--- src/core/dpc_pkg.sv ---
package dpc_pkg;
    // bus geometry
    localparam int unsigned ADDR_W = 12;
    localparam int unsigned DATA_W = 32;
    localparam int unsigned IDX_W = 8;
    localparam int unsigned CNT_W = 19;

    // register indices, byte address is four times the index
    localparam logic [7:0] IDX_LF_SEL_A = 8'h76;
    localparam logic [7:0] IDX_CAL_WAIT_A = 8'h77;
    localparam logic [7:0] IDX_CAL_EXT_A = 8'h78;
    localparam logic [7:0] IDX_CAL_CMD_A = 8'h79;
    localparam logic [7:0] IDX_CAL_STAT_A = 8'h7a;
    localparam logic [7:0] IDX_PUMP_W_B = 8'h83;
    localparam logic [7:0] IDX_LF_SEL_B = 8'h84;

    // field positions
    localparam int unsigned LF_SEL_LSB = 0;
    localparam int unsigned LF_SEL_W = 3;
    localparam int unsigned VCO_SEL_LSB = 0;
    localparam int unsigned CLSD_SEL_LSB = 2;
    localparam int unsigned SEL_W = 2;
    localparam int unsigned EXT_BIT = 0;
    localparam int unsigned PUMP_BIT = 7;
    localparam int unsigned CMD_START_BIT = 0;
    localparam int unsigned STAT_BUSY_BIT = 0;
    localparam int unsigned STAT_PHASE_LSB = 1;
    localparam int unsigned STAT_DONE_BIT = 3;

    // reset values
    localparam logic [2:0] LF_SEL_RST = 3'h3;
    localparam logic [1:0] VCO_SEL_RST = 2'h1;
    localparam logic [1:0] CLSD_SEL_RST = 2'h0;
    localparam logic EXT_RST = 1'b0;
    localparam logic PUMP_RST = 1'b0;

    // loop filter codes
    localparam logic [2:0] LF_SECOND_ORDER = 3'h3;
    localparam logic [2:0] LF_THIRD_ORDER = 3'h7;

    // axi responses
    localparam logic [1:0] RESP_OKAY = 2'h0;
    localparam logic [1:0] RESP_SLVERR = 2'h2;

    // always-on time base
    localparam int unsigned CLK_PERIOD_NS = 10;
    localparam int unsigned TICK_US = 1;
    localparam int unsigned TICK_CYCLES = (TICK_US * 1000 + CLK_PERIOD_NS - 1) / CLK_PERIOD_NS;

    // settle times in microseconds
    localparam int unsigned CLSD_T0_US = 30;
    localparam int unsigned CLSD_T1_US = 300;
    localparam int unsigned CLSD_T2_US = 30000;
    localparam int unsigned CLSD_T3_US = 300000;
    localparam int unsigned VCO_T0_US = 20;
    localparam int unsigned VCO_T1_US = 400;
    localparam int unsigned VCO_T2_US = 8000;
    localparam int unsigned VCO_T3_US = 200000;
    localparam int unsigned EXT_T_US = 60000;

    // settle times in ticks
    localparam int unsigned CLSD_T0_TK = CLSD_T0_US / TICK_US;
    localparam int unsigned CLSD_T1_TK = CLSD_T1_US / TICK_US;
    localparam int unsigned CLSD_T2_TK = CLSD_T2_US / TICK_US;
    localparam int unsigned CLSD_T3_TK = CLSD_T3_US / TICK_US;
    localparam int unsigned VCO_T0_TK = VCO_T0_US / TICK_US;
    localparam int unsigned VCO_T1_TK = VCO_T1_US / TICK_US;
    localparam int unsigned VCO_T2_TK = VCO_T2_US / TICK_US;
    localparam int unsigned VCO_T3_TK = VCO_T3_US / TICK_US;
    localparam int unsigned EXT_T_TK = EXT_T_US / TICK_US;

    // calibration phases
    typedef enum logic [1:0] {
        DPC_IDLE = 2'b00,
        DPC_EXTEND = 2'b01,
        DPC_VCO = 2'b10,
        DPC_CLOSED = 2'b11
    } dpc_phase_t;
endpackage : dpc_pkg

--- src/core/dpc_cal_timer.sv ---
module dpc_cal_timer (
    input wire logic aclk,
    input wire logic aresetn,
    input wire logic tick,
    input wire logic start,
    input wire logic extend_en,
    input wire logic [18:0] ext_ticks,
    input wire logic [18:0] vco_ticks,
    input wire logic [18:0] clsd_ticks,
    output logic busy,
    output logic [1:0] phase,
    output logic done
);
    dpc_pkg::dpc_phase_t state_r;
    logic [18:0] cnt_r;
    logic [18:0] vco_r;
    logic [18:0] clsd_r;
    logic last;

    assign last = tick && (cnt_r <= 19'h00001);

    // sequence: optional extra delay, vco wait, closed-loop wait
    always_ff @(posedge aclk) begin
        if (!aresetn) begin
            state_r <= dpc_pkg::DPC_IDLE;
            cnt_r <= 19'h00000;
            vco_r <= 19'h00000;
            clsd_r <= 19'h00000;
        end else begin
            case (state_r)
                dpc_pkg::DPC_IDLE: begin
                    if (start) begin
                        vco_r <= vco_ticks;
                        clsd_r <= clsd_ticks;
                        if (extend_en) begin
                            state_r <= dpc_pkg::DPC_EXTEND;
                            cnt_r <= ext_ticks;
                        end else begin
                            state_r <= dpc_pkg::DPC_VCO;
                            cnt_r <= vco_ticks;
                        end
                    end
                end
                dpc_pkg::DPC_EXTEND: begin
                    if (last) begin
                        state_r <= dpc_pkg::DPC_VCO;
                        cnt_r <= vco_r;
                    end else if (tick) begin
                        cnt_r <= cnt_r - 19'h00001;
                    end
                end
                dpc_pkg::DPC_VCO: begin
                    if (last) begin
                        state_r <= dpc_pkg::DPC_CLOSED;
                        cnt_r <= clsd_r;
                    end else if (tick) begin
                        cnt_r <= cnt_r - 19'h00001;
                    end
                end
                dpc_pkg::DPC_CLOSED: begin
                    if (last) begin
                        state_r <= dpc_pkg::DPC_IDLE;
                        cnt_r <= 19'h00000;
                    end else if (tick) begin
                        cnt_r <= cnt_r - 19'h00001;
                    end
                end
                default: begin
                    state_r <= dpc_pkg::DPC_IDLE;
                end
            endcase
        end
    end

    // status towards the register file
    assign busy = (state_r != dpc_pkg::DPC_IDLE);
    assign phase = state_r;
    assign done = (state_r == dpc_pkg::DPC_CLOSED) && last;
endmodule : dpc_cal_timer

--- src/core/dpc_regs.sv ---
// Operation
// - loop filter code 3 selects second order, code 7 third order
// - closed-loop wait codes give 30us, 300us, 30ms, 300ms
// - vco wait codes give 20us, 400us, 8ms, 200ms
// - extend bit set delays vco calibration by an extra 60ms
// - pump widen bit: 0 gives 200ps pulse, 1 gives about 600ps
module dpc_regs #(
    parameter int unsigned VCO_T2_TICKS = dpc_pkg::VCO_T2_TK,
    parameter int unsigned VCO_T3_TICKS = dpc_pkg::VCO_T3_TK,
    parameter int unsigned CLSD_T2_TICKS = dpc_pkg::CLSD_T2_TK,
    parameter int unsigned CLSD_T3_TICKS = dpc_pkg::CLSD_T3_TK,
    parameter int unsigned EXT_TICKS = dpc_pkg::EXT_T_TK
) (
    input wire logic aclk,
    input wire logic aresetn,
    input wire logic [11:0] s_axi_awaddr,
    input wire logic [2:0] s_axi_awprot,
    input wire logic s_axi_awvalid,
    output logic s_axi_awready,
    input wire logic [31:0] s_axi_wdata,
    input wire logic [3:0] s_axi_wstrb,
    input wire logic s_axi_wvalid,
    output logic s_axi_wready,
    output logic [1:0] s_axi_bresp,
    output logic s_axi_bvalid,
    input wire logic s_axi_bready,
    input wire logic [11:0] s_axi_araddr,
    input wire logic [2:0] s_axi_arprot,
    input wire logic s_axi_arvalid,
    output logic s_axi_arready,
    output logic [31:0] s_axi_rdata,
    output logic [1:0] s_axi_rresp,
    output logic s_axi_rvalid,
    input wire logic s_axi_rready,
    output logic [2:0] loop_filter_order_sel_a,
    output logic loop_filter_second_a,
    output logic loop_filter_third_a,
    output logic [2:0] loop_filter_order_sel_b,
    output logic loop_filter_second_b,
    output logic loop_filter_third_b,
    output logic [1:0] vco_settle_sel,
    output logic [1:0] closed_loop_settle_sel,
    output logic cal_delay_extend_a,
    output logic pump_pulse_widen_b,
    output logic cal_busy_a,
    output logic cal_done_a
);
    // register state
    logic [2:0] lf_sel_a_r;
    logic [2:0] lf_sel_b_r;
    logic [1:0] vco_sel_r;
    logic [1:0] clsd_sel_r;
    logic ext_a_r;
    logic pump_b_r;
    logic done_a_r;

    // write channel state
    logic aw_held_r;
    logic w_held_r;
    logic [7:0] aw_idx_r;
    logic [31:0] wdata_r;
    logic [3:0] wstrb_r;
    logic bvalid_r;
    logic [1:0] bresp_r;
    logic wr_fire;

    // read channel state
    logic rvalid_r;
    logic [31:0] rdata_r;
    logic [1:0] rresp_r;

    // time base and timer wiring
    logic [6:0] div_r;
    logic tick;
    logic cal_start;
    logic cal_busy;
    logic [1:0] cal_phase;
    logic cal_done;

    // register index from byte address
    function automatic logic [7:0] addr_to_idx(input logic [11:0] addr);
        addr_to_idx = addr[9:2];
    endfunction : addr_to_idx

    // known register index test
    function automatic logic idx_known(input logic [11:0] addr);
        logic [7:0] idx;
        idx = addr[9:2];
        idx_known = (addr[11:10] == 2'h0) && ((idx == dpc_pkg::IDX_LF_SEL_A) ||
            (idx == dpc_pkg::IDX_CAL_WAIT_A) || (idx == dpc_pkg::IDX_CAL_EXT_A) ||
            (idx == dpc_pkg::IDX_CAL_CMD_A) || (idx == dpc_pkg::IDX_CAL_STAT_A) ||
            (idx == dpc_pkg::IDX_PUMP_W_B) || (idx == dpc_pkg::IDX_LF_SEL_B));
    endfunction : idx_known

    // closed-loop wait code to tick count
    function automatic logic [18:0] clsd_len(input logic [1:0] sel);
        case (sel)
            2'h0: clsd_len = 19'(dpc_pkg::CLSD_T0_TK);
            2'h1: clsd_len = 19'(dpc_pkg::CLSD_T1_TK);
            2'h2: clsd_len = 19'(CLSD_T2_TICKS);
            default: clsd_len = 19'(CLSD_T3_TICKS);
        endcase
    endfunction : clsd_len

    // vco wait code to tick count
    function automatic logic [18:0] vco_len(input logic [1:0] sel);
        case (sel)
            2'h0: vco_len = 19'(dpc_pkg::VCO_T0_TK);
            2'h1: vco_len = 19'(dpc_pkg::VCO_T1_TK);
            2'h2: vco_len = 19'(VCO_T2_TICKS);
            default: vco_len = 19'(VCO_T3_TICKS);
        endcase
    endfunction : vco_len

    // axi handshake outputs
    assign s_axi_awready = !aw_held_r;
    assign s_axi_wready = !w_held_r;
    assign s_axi_bvalid = bvalid_r;
    assign s_axi_bresp = bresp_r;
    assign s_axi_arready = !rvalid_r;
    assign s_axi_rvalid = rvalid_r;
    assign s_axi_rdata = rdata_r;
    assign s_axi_rresp = rresp_r;

    // write commits once address and data are both held
    assign wr_fire = aw_held_r && w_held_r && !bvalid_r;

    // hold write address and data, accepted in either order
    always_ff @(posedge aclk) begin
        if (!aresetn) begin
            aw_held_r <= 1'b0;
            w_held_r <= 1'b0;
            aw_idx_r <= 8'h00;
            wdata_r <= 32'h00000000;
            wstrb_r <= 4'h0;
        end else begin
            if (s_axi_awvalid && !aw_held_r) begin
                aw_held_r <= 1'b1;
                aw_idx_r <= idx_known(s_axi_awaddr) ? addr_to_idx(s_axi_awaddr) : 8'h00;
            end else if (wr_fire) begin
                aw_held_r <= 1'b0;
            end
            if (s_axi_wvalid && !w_held_r) begin
                w_held_r <= 1'b1;
                wdata_r <= s_axi_wdata;
                wstrb_r <= s_axi_wstrb;
            end else if (wr_fire) begin
                w_held_r <= 1'b0;
            end
        end
    end

    // write response, slave error for an unmapped index
    always_ff @(posedge aclk) begin
        if (!aresetn) begin
            bvalid_r <= 1'b0;
            bresp_r <= dpc_pkg::RESP_OKAY;
        end else if (wr_fire) begin
            bvalid_r <= 1'b1;
            bresp_r <= (aw_idx_r == 8'h00) ? dpc_pkg::RESP_SLVERR : dpc_pkg::RESP_OKAY;
        end else if (s_axi_bready) begin
            bvalid_r <= 1'b0;
        end
    end

    // register writes, only the low byte lane carries fields
    always_ff @(posedge aclk) begin
        if (!aresetn) begin
            lf_sel_a_r <= dpc_pkg::LF_SEL_RST;
            lf_sel_b_r <= dpc_pkg::LF_SEL_RST;
            vco_sel_r <= dpc_pkg::VCO_SEL_RST;
            clsd_sel_r <= dpc_pkg::CLSD_SEL_RST;
            ext_a_r <= dpc_pkg::EXT_RST;
            pump_b_r <= dpc_pkg::PUMP_RST;
        end else if (wr_fire && wstrb_r[0]) begin
            case (aw_idx_r)
                dpc_pkg::IDX_LF_SEL_A: begin
                    lf_sel_a_r <= wdata_r[dpc_pkg::LF_SEL_LSB +: dpc_pkg::LF_SEL_W];
                end
                dpc_pkg::IDX_LF_SEL_B: begin
                    lf_sel_b_r <= wdata_r[dpc_pkg::LF_SEL_LSB +: dpc_pkg::LF_SEL_W];
                end
                dpc_pkg::IDX_CAL_WAIT_A: begin
                    vco_sel_r <= wdata_r[dpc_pkg::VCO_SEL_LSB +: dpc_pkg::SEL_W];
                    clsd_sel_r <= wdata_r[dpc_pkg::CLSD_SEL_LSB +: dpc_pkg::SEL_W];
                end
                dpc_pkg::IDX_CAL_EXT_A: begin
                    ext_a_r <= wdata_r[dpc_pkg::EXT_BIT];
                end
                dpc_pkg::IDX_PUMP_W_B: begin
                    pump_b_r <= wdata_r[dpc_pkg::PUMP_BIT];
                end
                default: begin
                end
            endcase
        end
    end

    // command write starts a calibration when idle
    assign cal_start = wr_fire && wstrb_r[0] && (aw_idx_r == dpc_pkg::IDX_CAL_CMD_A) &&
        wdata_r[dpc_pkg::CMD_START_BIT] && !cal_busy;

    // done flag: set by the timer, cleared by a new start
    always_ff @(posedge aclk) begin
        if (!aresetn) begin
            done_a_r <= 1'b0;
        end else if (cal_done) begin
            done_a_r <= 1'b1;
        end else if (cal_start) begin
            done_a_r <= 1'b0;
        end
    end

    // read path, reserved bits return zero
    always_ff @(posedge aclk) begin
        if (!aresetn) begin
            rvalid_r <= 1'b0;
            rdata_r <= 32'h00000000;
            rresp_r <= dpc_pkg::RESP_OKAY;
        end else if (s_axi_arvalid && !rvalid_r) begin
            rvalid_r <= 1'b1;
            rresp_r <= idx_known(s_axi_araddr) ? dpc_pkg::RESP_OKAY : dpc_pkg::RESP_SLVERR;
            rdata_r <= 32'h00000000;
            if (idx_known(s_axi_araddr)) begin
                case (addr_to_idx(s_axi_araddr))
                    dpc_pkg::IDX_LF_SEL_A: begin
                        rdata_r[dpc_pkg::LF_SEL_LSB +: dpc_pkg::LF_SEL_W] <= lf_sel_a_r;
                    end
                    dpc_pkg::IDX_LF_SEL_B: begin
                        rdata_r[dpc_pkg::LF_SEL_LSB +: dpc_pkg::LF_SEL_W] <= lf_sel_b_r;
                    end
                    dpc_pkg::IDX_CAL_WAIT_A: begin
                        rdata_r[dpc_pkg::VCO_SEL_LSB +: dpc_pkg::SEL_W] <= vco_sel_r;
                        rdata_r[dpc_pkg::CLSD_SEL_LSB +: dpc_pkg::SEL_W] <= clsd_sel_r;
                    end
                    dpc_pkg::IDX_CAL_EXT_A: begin
                        rdata_r[dpc_pkg::EXT_BIT] <= ext_a_r;
                    end
                    dpc_pkg::IDX_PUMP_W_B: begin
                        rdata_r[dpc_pkg::PUMP_BIT] <= pump_b_r;
                    end
                    dpc_pkg::IDX_CAL_STAT_A: begin
                        rdata_r[dpc_pkg::STAT_BUSY_BIT] <= cal_busy;
                        rdata_r[dpc_pkg::STAT_PHASE_LSB +: 2] <= cal_phase;
                        rdata_r[dpc_pkg::STAT_DONE_BIT] <= done_a_r;
                    end
                    default: begin
                    end
                endcase
            end
        end else if (s_axi_rready) begin
            rvalid_r <= 1'b0;
        end
    end

    // microsecond tick standing in for the always-on clock
    always_ff @(posedge aclk) begin
        if (!aresetn) begin
            div_r <= 7'h00;
        end else if (tick) begin
            div_r <= 7'h00;
        end else begin
            div_r <= div_r + 7'h01;
        end
    end

    assign tick = (div_r == 7'(dpc_pkg::TICK_CYCLES - 1));

    // calibration sequencer for the first synthesizer
    dpc_cal_timer u_cal_timer (
        .aclk(aclk),
        .aresetn(aresetn),
        .tick(tick),
        .start(cal_start),
        .extend_en(ext_a_r),
        .ext_ticks(19'(EXT_TICKS)),
        .vco_ticks(vco_len(vco_sel_r)),
        .clsd_ticks(clsd_len(clsd_sel_r)),
        .busy(cal_busy),
        .phase(cal_phase),
        .done(cal_done)
    );

    // decoded loop filter order, reserved codes select neither
    assign loop_filter_second_a = (lf_sel_a_r == dpc_pkg::LF_SECOND_ORDER);
    assign loop_filter_third_a = (lf_sel_a_r == dpc_pkg::LF_THIRD_ORDER);
    assign loop_filter_second_b = (lf_sel_b_r == dpc_pkg::LF_SECOND_ORDER);
    assign loop_filter_third_b = (lf_sel_b_r == dpc_pkg::LF_THIRD_ORDER);

    // settings towards the analog loops
    assign loop_filter_order_sel_a = lf_sel_a_r;
    assign loop_filter_order_sel_b = lf_sel_b_r;
    assign vco_settle_sel = vco_sel_r;
    assign closed_loop_settle_sel = clsd_sel_r;
    assign cal_delay_extend_a = ext_a_r;
    assign pump_pulse_widen_b = pump_b_r;
    assign cal_busy_a = cal_busy;
    assign cal_done_a = done_a_r;
endmodule : dpc_regs

--- config.mk ---
export PLATFORM = sky130hd
export DESIGN_NAME = dpc_regs
export DESIGN_NICKNAME = d
export VERILOG_FILES = /design/src/core/dpc_pkg.sv /design/src/core/dpc_cal_timer.sv /design/src/core/dpc_regs.sv
export SDC_FILE = /design/constraint.sdc
export NUM_CORES = 1
export LEC_CHECK = 0
export BUFFER_PORTS_ARGS = -buffer_cell sky130_fd_sc_hd__buf_2
export CAP_MARGIN = 5
export CORE_AREA = 5 5 144 77
export CTS_BUF_LIST = sky130_fd_sc_hd__clkbuf_8
export DETAILED_ROUTE_END_ITERATION = 10
export DIE_AREA = 0 0 149 82
export PLACE_DENSITY = 0.74
export SLEW_MARGIN = 20
export SYNTH_ARGS = -nofsm -noshare
export SYNTH_HDL_FRONTEND = slang
export SYNTH_SLANG_ARGS = --single-unit
--- constraint.sdc ---
create_clock -name aclk -period 2.2 [get_ports aclk]
set_clock_uncertainty 0.2 [all_clocks]
set_input_delay 0.44 -clock aclk [delete_from_list [all_inputs] [get_ports aclk]]
set_output_delay 0.44 -clock aclk [all_outputs]
set_load 0.005 [all_outputs]
* Word-level counts from Yosys, hierarchy flattened *
Cells that the tools add are included.

word-level totals
  bits in registers = 109
  output and inout bits = 59
  logic and storage cells = 145

cells by class
  add/subtract/negate cells = 2
  $lt $le $gt $ge = 1
  equality and inequality tests = 36
  muxes and demuxes = 33
  bitwise logic cells = 1
  reductions and logical operators = 50

operators with widths
  operator                                                                           number
  8-bit by 7-bit equality test with 1-bit output, second input constant              14
  19-bit two-way mux                                                                 5
  19-bit case mux with 4 select lines                                                1
  19-bit case mux with 3 select lines                                                1
  18-bit case mux with 3 select lines                                                1
  8-bit equality test, second input constant                                         6
  19-bit by 1-bit less-or-equal comparator with 1-bit output, second input constant  1
  19-bit by 1-bit subtractor with 19-bit output, second input constant               1
  18-bit two-way mux                                                                 1
  2-bit case mux with 4 select lines                                                 2
  2-bit two-way mux                                                                  7
  1-bit logical AND                                                                  13
  1-bit logical OR                                                                   12
  2-bit AND reduction                                                                6
  2-bit nonzero test                                                                 6
  1-bit two-way mux                                                                  11
  2-bit logical NOT                                                                  5
  2-bit equality test, second input constant                                         4
  8-bit logical NOT                                                                  1
  8-bit two-way mux                                                                  1
  7-bit by 1-bit adder with 7-bit output, second input constant                      1
  7-bit equality test, second input constant                                         1
  2-bit by 1-bit equality test with 1-bit output, second input constant              3
  3-bit by 2-bit equality test with 1-bit output, second input constant              2
  10 further kinds                                                                   17

* Longest topological paths before layout *
  depth after elaboration = 9
  depth in mapped cells = 9
  depth with buffers taken out = 8

* Hierarchy *
Synthesis repeated with hierarchy kept, for this count alone.

unflattened totals
  cells, all modules = 736
  area, all modules = 5,920.7 sq um

by module, submodules not included
  module         times used  cells each  area each (sq um)  seq. area each (sq um)
  dpc_cal_timer  1           436         3,419.5            1,181.1
  dpc_regs       1           300         2,501.1            900.9

* Worst setup path before layout *
Ideal clock, no wire load.

  path kind = input -> register
  start point = in s_axi_araddr[7]
  end point = reg rdata_r[1] (netlist: s_axi_rdata[1])
  setup time = 67 ps
  arrival time = 2,091 ps
  data required time = 1,933 ps
  slack = -158 ps
  cell stages on the path = 6
  path buffers = 0
  cell sequence = or4b_4 or3b_4 a21oi_2 o31ai_2 or3b_4 o21ai_2

between the ends
  cells in the longest elaborated chain, start to end = 9
  elaborated cells on any way between the ends = 16
  classes of those cells = 7 x eq/ne; 2 x mux; 7 x reduce/logical

ends and longest elaborated chain
  item                                                                      line                                             source
  start, declared                                                           dpc_regs.sv:27                                   input wire logic [11:0] s_axi_araddr,
  8-bit by 7-bit equality test with 1-bit output, on equally long branches  dpc_regs.sv:89, dpc_regs.sv:225, dpc_regs.sv:90
  1-bit logical OR                                                          dpc_regs.sv:89                                   idx_known = (addr[11:10] == 2'h0) && ((idx == dpc_pkg::IDX_LF_SEL_A) ||
  1-bit logical OR (2 in series)                                            dpc_regs.sv:90                                   (idx == dpc_pkg::IDX_CAL_WAIT_A) || (idx == dpc_pkg::IDX_CAL_EXT_A) ||
  1-bit logical OR (2 in series)                                            dpc_regs.sv:91                                   (idx == dpc_pkg::IDX_CAL_CMD_A) || (idx == dpc_pkg::IDX_CAL_STAT_A) ||
  1-bit logical OR                                                          dpc_regs.sv:92                                   (idx == dpc_pkg::IDX_PUMP_W_B) || (idx == dpc_pkg::IDX_LF_SEL_B));
  1-bit logical AND                                                         dpc_regs.sv:89
  4-bit two-way mux (*)                                                     dpc_regs.sv:224                                  if (idx_known(s_axi_araddr)) begin
  end signal, assigned by index                                             dpc_regs.sv:227                                  rdata_r[dpc_pkg::LF_SEL_LSB +: dpc_pkg::LF_SEL_W] <= lf_sel_a_r;
  end signal, assigned by index                                             dpc_regs.sv:230                                  rdata_r[dpc_pkg::LF_SEL_LSB +: dpc_pkg::LF_SEL_W] <= lf_sel_b_r;
  end signal, assigned by index                                             dpc_regs.sv:233                                  rdata_r[dpc_pkg::VCO_SEL_LSB +: dpc_pkg::SEL_W] <= vco_sel_r;
  end, declared                                                             dpc_regs.sv:69                                   logic [31:0] rdata_r;

Every way passes the cells marked *; elsewhere a longest branch is shown, timed or not.
A chain may end at the register's enable or synchronous reset.

* Worst setup path after layout *
  start point = reg div_r[0]
  end point = reg u_cal_timer.cnt_r[5]

between the ends
  cells in the longest elaborated chain, start to end = 4
  elaborated cells on any way between the ends = 7
  classes of those cells = 1 x eq/ne; 5 x mux; 1 x reduce/logical

ends and longest elaborated chain
  item                                                     line                                                           source
  start, declared                                          dpc_regs.sv:73                                                 logic [6:0] div_r;
  start signal, assigned                                   dpc_regs.sv:263                                                div_r <= div_r + 7'h01;
  7-bit equality test (*)                                  dpc_regs.sv:267                                                assign tick = (div_r == 7'(dpc_pkg::TICK_CYCLES - 1));
  19-bit two-way mux or 1-bit logical AND (tied branches)  --
  19-bit two-way mux, on equally long branches             dpc_cal_timer.sv:61, dpc_cal_timer.sv:45, dpc_cal_timer.sv:53
  19-bit case mux with 4 select lines (*)                  dpc_cal_timer.sv:30                                            case (state_r)
  end signal, assigned                                     dpc_cal_timer.sv:37                                            cnt_r <= ext_ticks;
  end signal, assigned                                     dpc_cal_timer.sv:40                                            cnt_r <= vco_ticks;
  end signal, assigned                                     dpc_cal_timer.sv:65                                            cnt_r <= cnt_r - 19'h00001;
  end, declared                                            dpc_cal_timer.sv:15                                            logic [18:0] cnt_r;

Marks and branches as above.

==> reports/metrics.yaml <==
cts_buffers: 9
hold_viol: 0
coreArea_um2: 9820
vias_per_cell: 5.60
post_dp_cell_area_um2: 5380
finalSetupTns_ps: 0
status: "complete, no violations"
preCtsSetupSlack_ps: -362
crit_start: "div_r[0]"
clock_sinks: 80
yosys_warnings: 0
max_slew_margin: 0.592
layout.cells.non_filler: 820
firstDrtPassIters: 5
crit_type: "reg2reg"
synth_commonest_cells: "80 x dfxtp_1, 70 x nand2_1, 35 x nor2_1"
antenna_found_initial: 0
drtIter0Drc: 491
switching_power_mw: 0.706
rrSetupSlack_ps: 50
total_power_mw: 2.81
grt_max_degree: 60
cts_tree: "yes"
clkLatencyLatePin_ps: 390
leakagePower_nw: 2.45
syn_area_um2: 4610
worstReg2RegStart: "div_r[0]"
powerDensity_nw_per_um2: 488
die_w_um: 149
initial_core_util: 0.469
dp_cells: 800
detailed_place_hpwl_um: 10600
swShare: 0.251
hold_depth: 2
hp-class: "in2reg"
grt-ovfl-total: 0
start_kind: "flip-flop"
ir_drop_mv: 0.392
synth_most_common_cell: "dfxtp_1"
hold_slack_ps: 100
crit_path_end_kind: "flip-flop"
num_rows: 26
ys_types: 73
combPwrFrac: 0.067
grt_use_total: 0.228
grt_pass1_wl_um: 21800
final_area_um2: 5760
antenna_left: 0
drive_gt1_frac: 0.281
r2r-end: "u_cal_timer.cnt_r[5]"
p_int_mw: 2.11
min_period_ps: 2150
fp.dieH_um: 82
finalSetupViolCount: 0
place.gp.congestion: 0.954
nets: 755
synth_area_per_cell_um2: 8.22
arrival_ps: 2250
grt_pass1_vias: 4189
insertedDiodeCount: 0
fin_crit_sh: 0.975
crit_fanout: 4
synth_top_area_cell: "dfxtp_1"
seq_area_frac_synth: 0.347
timing.fmax_mhz: 466
r2r_cells: 7
clkSlewWorstSetupHoldPaths_ps: 90
post-route-util: 0.586
route.detailed.drc: 0
fp.dieArea_um2: 12200
clkPwrFrac: 0.406
worst_pin_slew_ps: 611
synth-main-ff-cell: "dfxtp_1"
cts-root-buf: "clkbuf_8"
hold_start: "s_axi_arvalid"
synth_largest_type_area_fraction: 0.347
power.share.sequential: 0.527
clk_path_buf_depth: 2
maxCapViolCount: 0
synth_cells: 561
synthArstFlopShare: 0
ios: 132
rsz0062_at_grt: "yes"
wl_per_cell_um: 17.1
ys_ff_latch: 80
vias: 4588
drt-total-wl_um: 14000
cp_data_required_time_ps: 2300
setup_ws_ps: 53.9
area_growth_pct: 24.8
slew_violations: 0
whs_endpoint: "s_axi_rvalid"
synth.area.top_cells: "dfxtp_1 35%, nand2_1 5.7%, buf_4 4.7%"
synth_edf_count: 0
port_buffers: 62
cts_max_level: 3
postCtsHoldBufs: 0
-- flip-flops by register name, summed over array words and instances (netlist names), 2 cells and up --
name,count
wdata_r,5
vco_settle_sel,2
loop_filter_order_sel_a,3
div_r,7
closed_loop_settle_sel,2
u_cal_timer.phase,2
u_cal_timer.clsd_r,7
loop_filter_order_sel_b,3
u_cal_timer.cnt_r,19
aw_idx_r,8
u_cal_timer.vco_r,7
s_axi_rdata,5
-- area by class of cell --
type / count / area, um^2
fillers: 895 / 4070
multi-input cells: 442 / 2890
flip-flops and latches: 80 / 1610
repair buffers: 131 / 840
well taps: 140 / 175
clock buffers: 10 / 138
clock inverters: 6 / 68.8
inverters: 11 / 41.3
-- power by group through the flow --
stage | combinational (mW) | sequential [mW] | clock [mW]
global placement | 0.175 | 1.51 | 0
CTS | 0.184 | 1.48 | 1.16
finish | 0.188 | 1.48 | 1.14
global route | 0.209 | 1.49 | 1.23
detailed placement | 0.183 | 1.52 | 0
floorplan | 0.141 | 1.51 | 0
-- metal layers --
metal / share of wire / routed length, um / up-vias / GRT usage
li1: - / - / 2170 / -
met1: 0.47 / 6580 / 2149 / 0.327
met2: 0.40 / 5620 / 240 / 0.325
met3: 0.11 / 1610 / 29 / 0.0689
met4: 0.017 / 234 / 0 / 0.0758
met5: 0 / 0 / - / 0
-- worst max-delay path by stage --
stage | endpoint | slack (ps) | cells past startpoint
CTS | u_cal_timer.phase[1] | 2 | 8
global placement | s_axi_rdata[1] | -270 | 7
floorplan | s_axi_rdata[1] | -160 | 6
detailed placement | s_axi_rdata[2] | -360 | 8
finish | u_cal_timer.cnt_r[5] | 50 | 7
global route | u_cal_timer.cnt_r[4] | -20 | 8
-- placed cells by master, fill, tap and decap left out, drive strengths merged, types with 5 or more instances in the layout --
master and n:
buf 131, conb 29, inv 11, a21oi 25, nor2 35, ha 7
nor2b 29, nand2b 6, nor3 19, xor2 11, o21ai 31, clkbuf 10
nand3b 5, a22oi 9, a21boi 13, xnor2 7, nand3 19, and3 10
nand2 70, mux2i 19, nor4 10, dfxtp 80, and2 8, nand4b 5
nand4 6
-- what timing repair did --
action,CTS,global route
setup endpoints to repair,9,23
endpoints found under the hold margin,0,0
resized for setup,6,35
pin swaps,0,9
setup buffers,0,4
cloned,0,0
-- cells by family after synthesis --
logic type	synth area share
and+or+nand+nor	0.296
buffers and inverters	0.0800
AOI/OAI and AO/OA	0.177
other	0.000813
muxes	0.0461
DFF	0.347
adders and majority gates	0.0190
xor gates and xnor gates	0.0342
-- worst max-delay path: stages (launching register included) --
cell,delay [ps]
dfxtp_2,330
ha_1,190
and4bb_2,240
and2_4,150
o2111a_2,190
nor2_1,450
a21oi_1,120
o22ai_1,190
No activity file was read; power rests on OpenSTA's default activity.
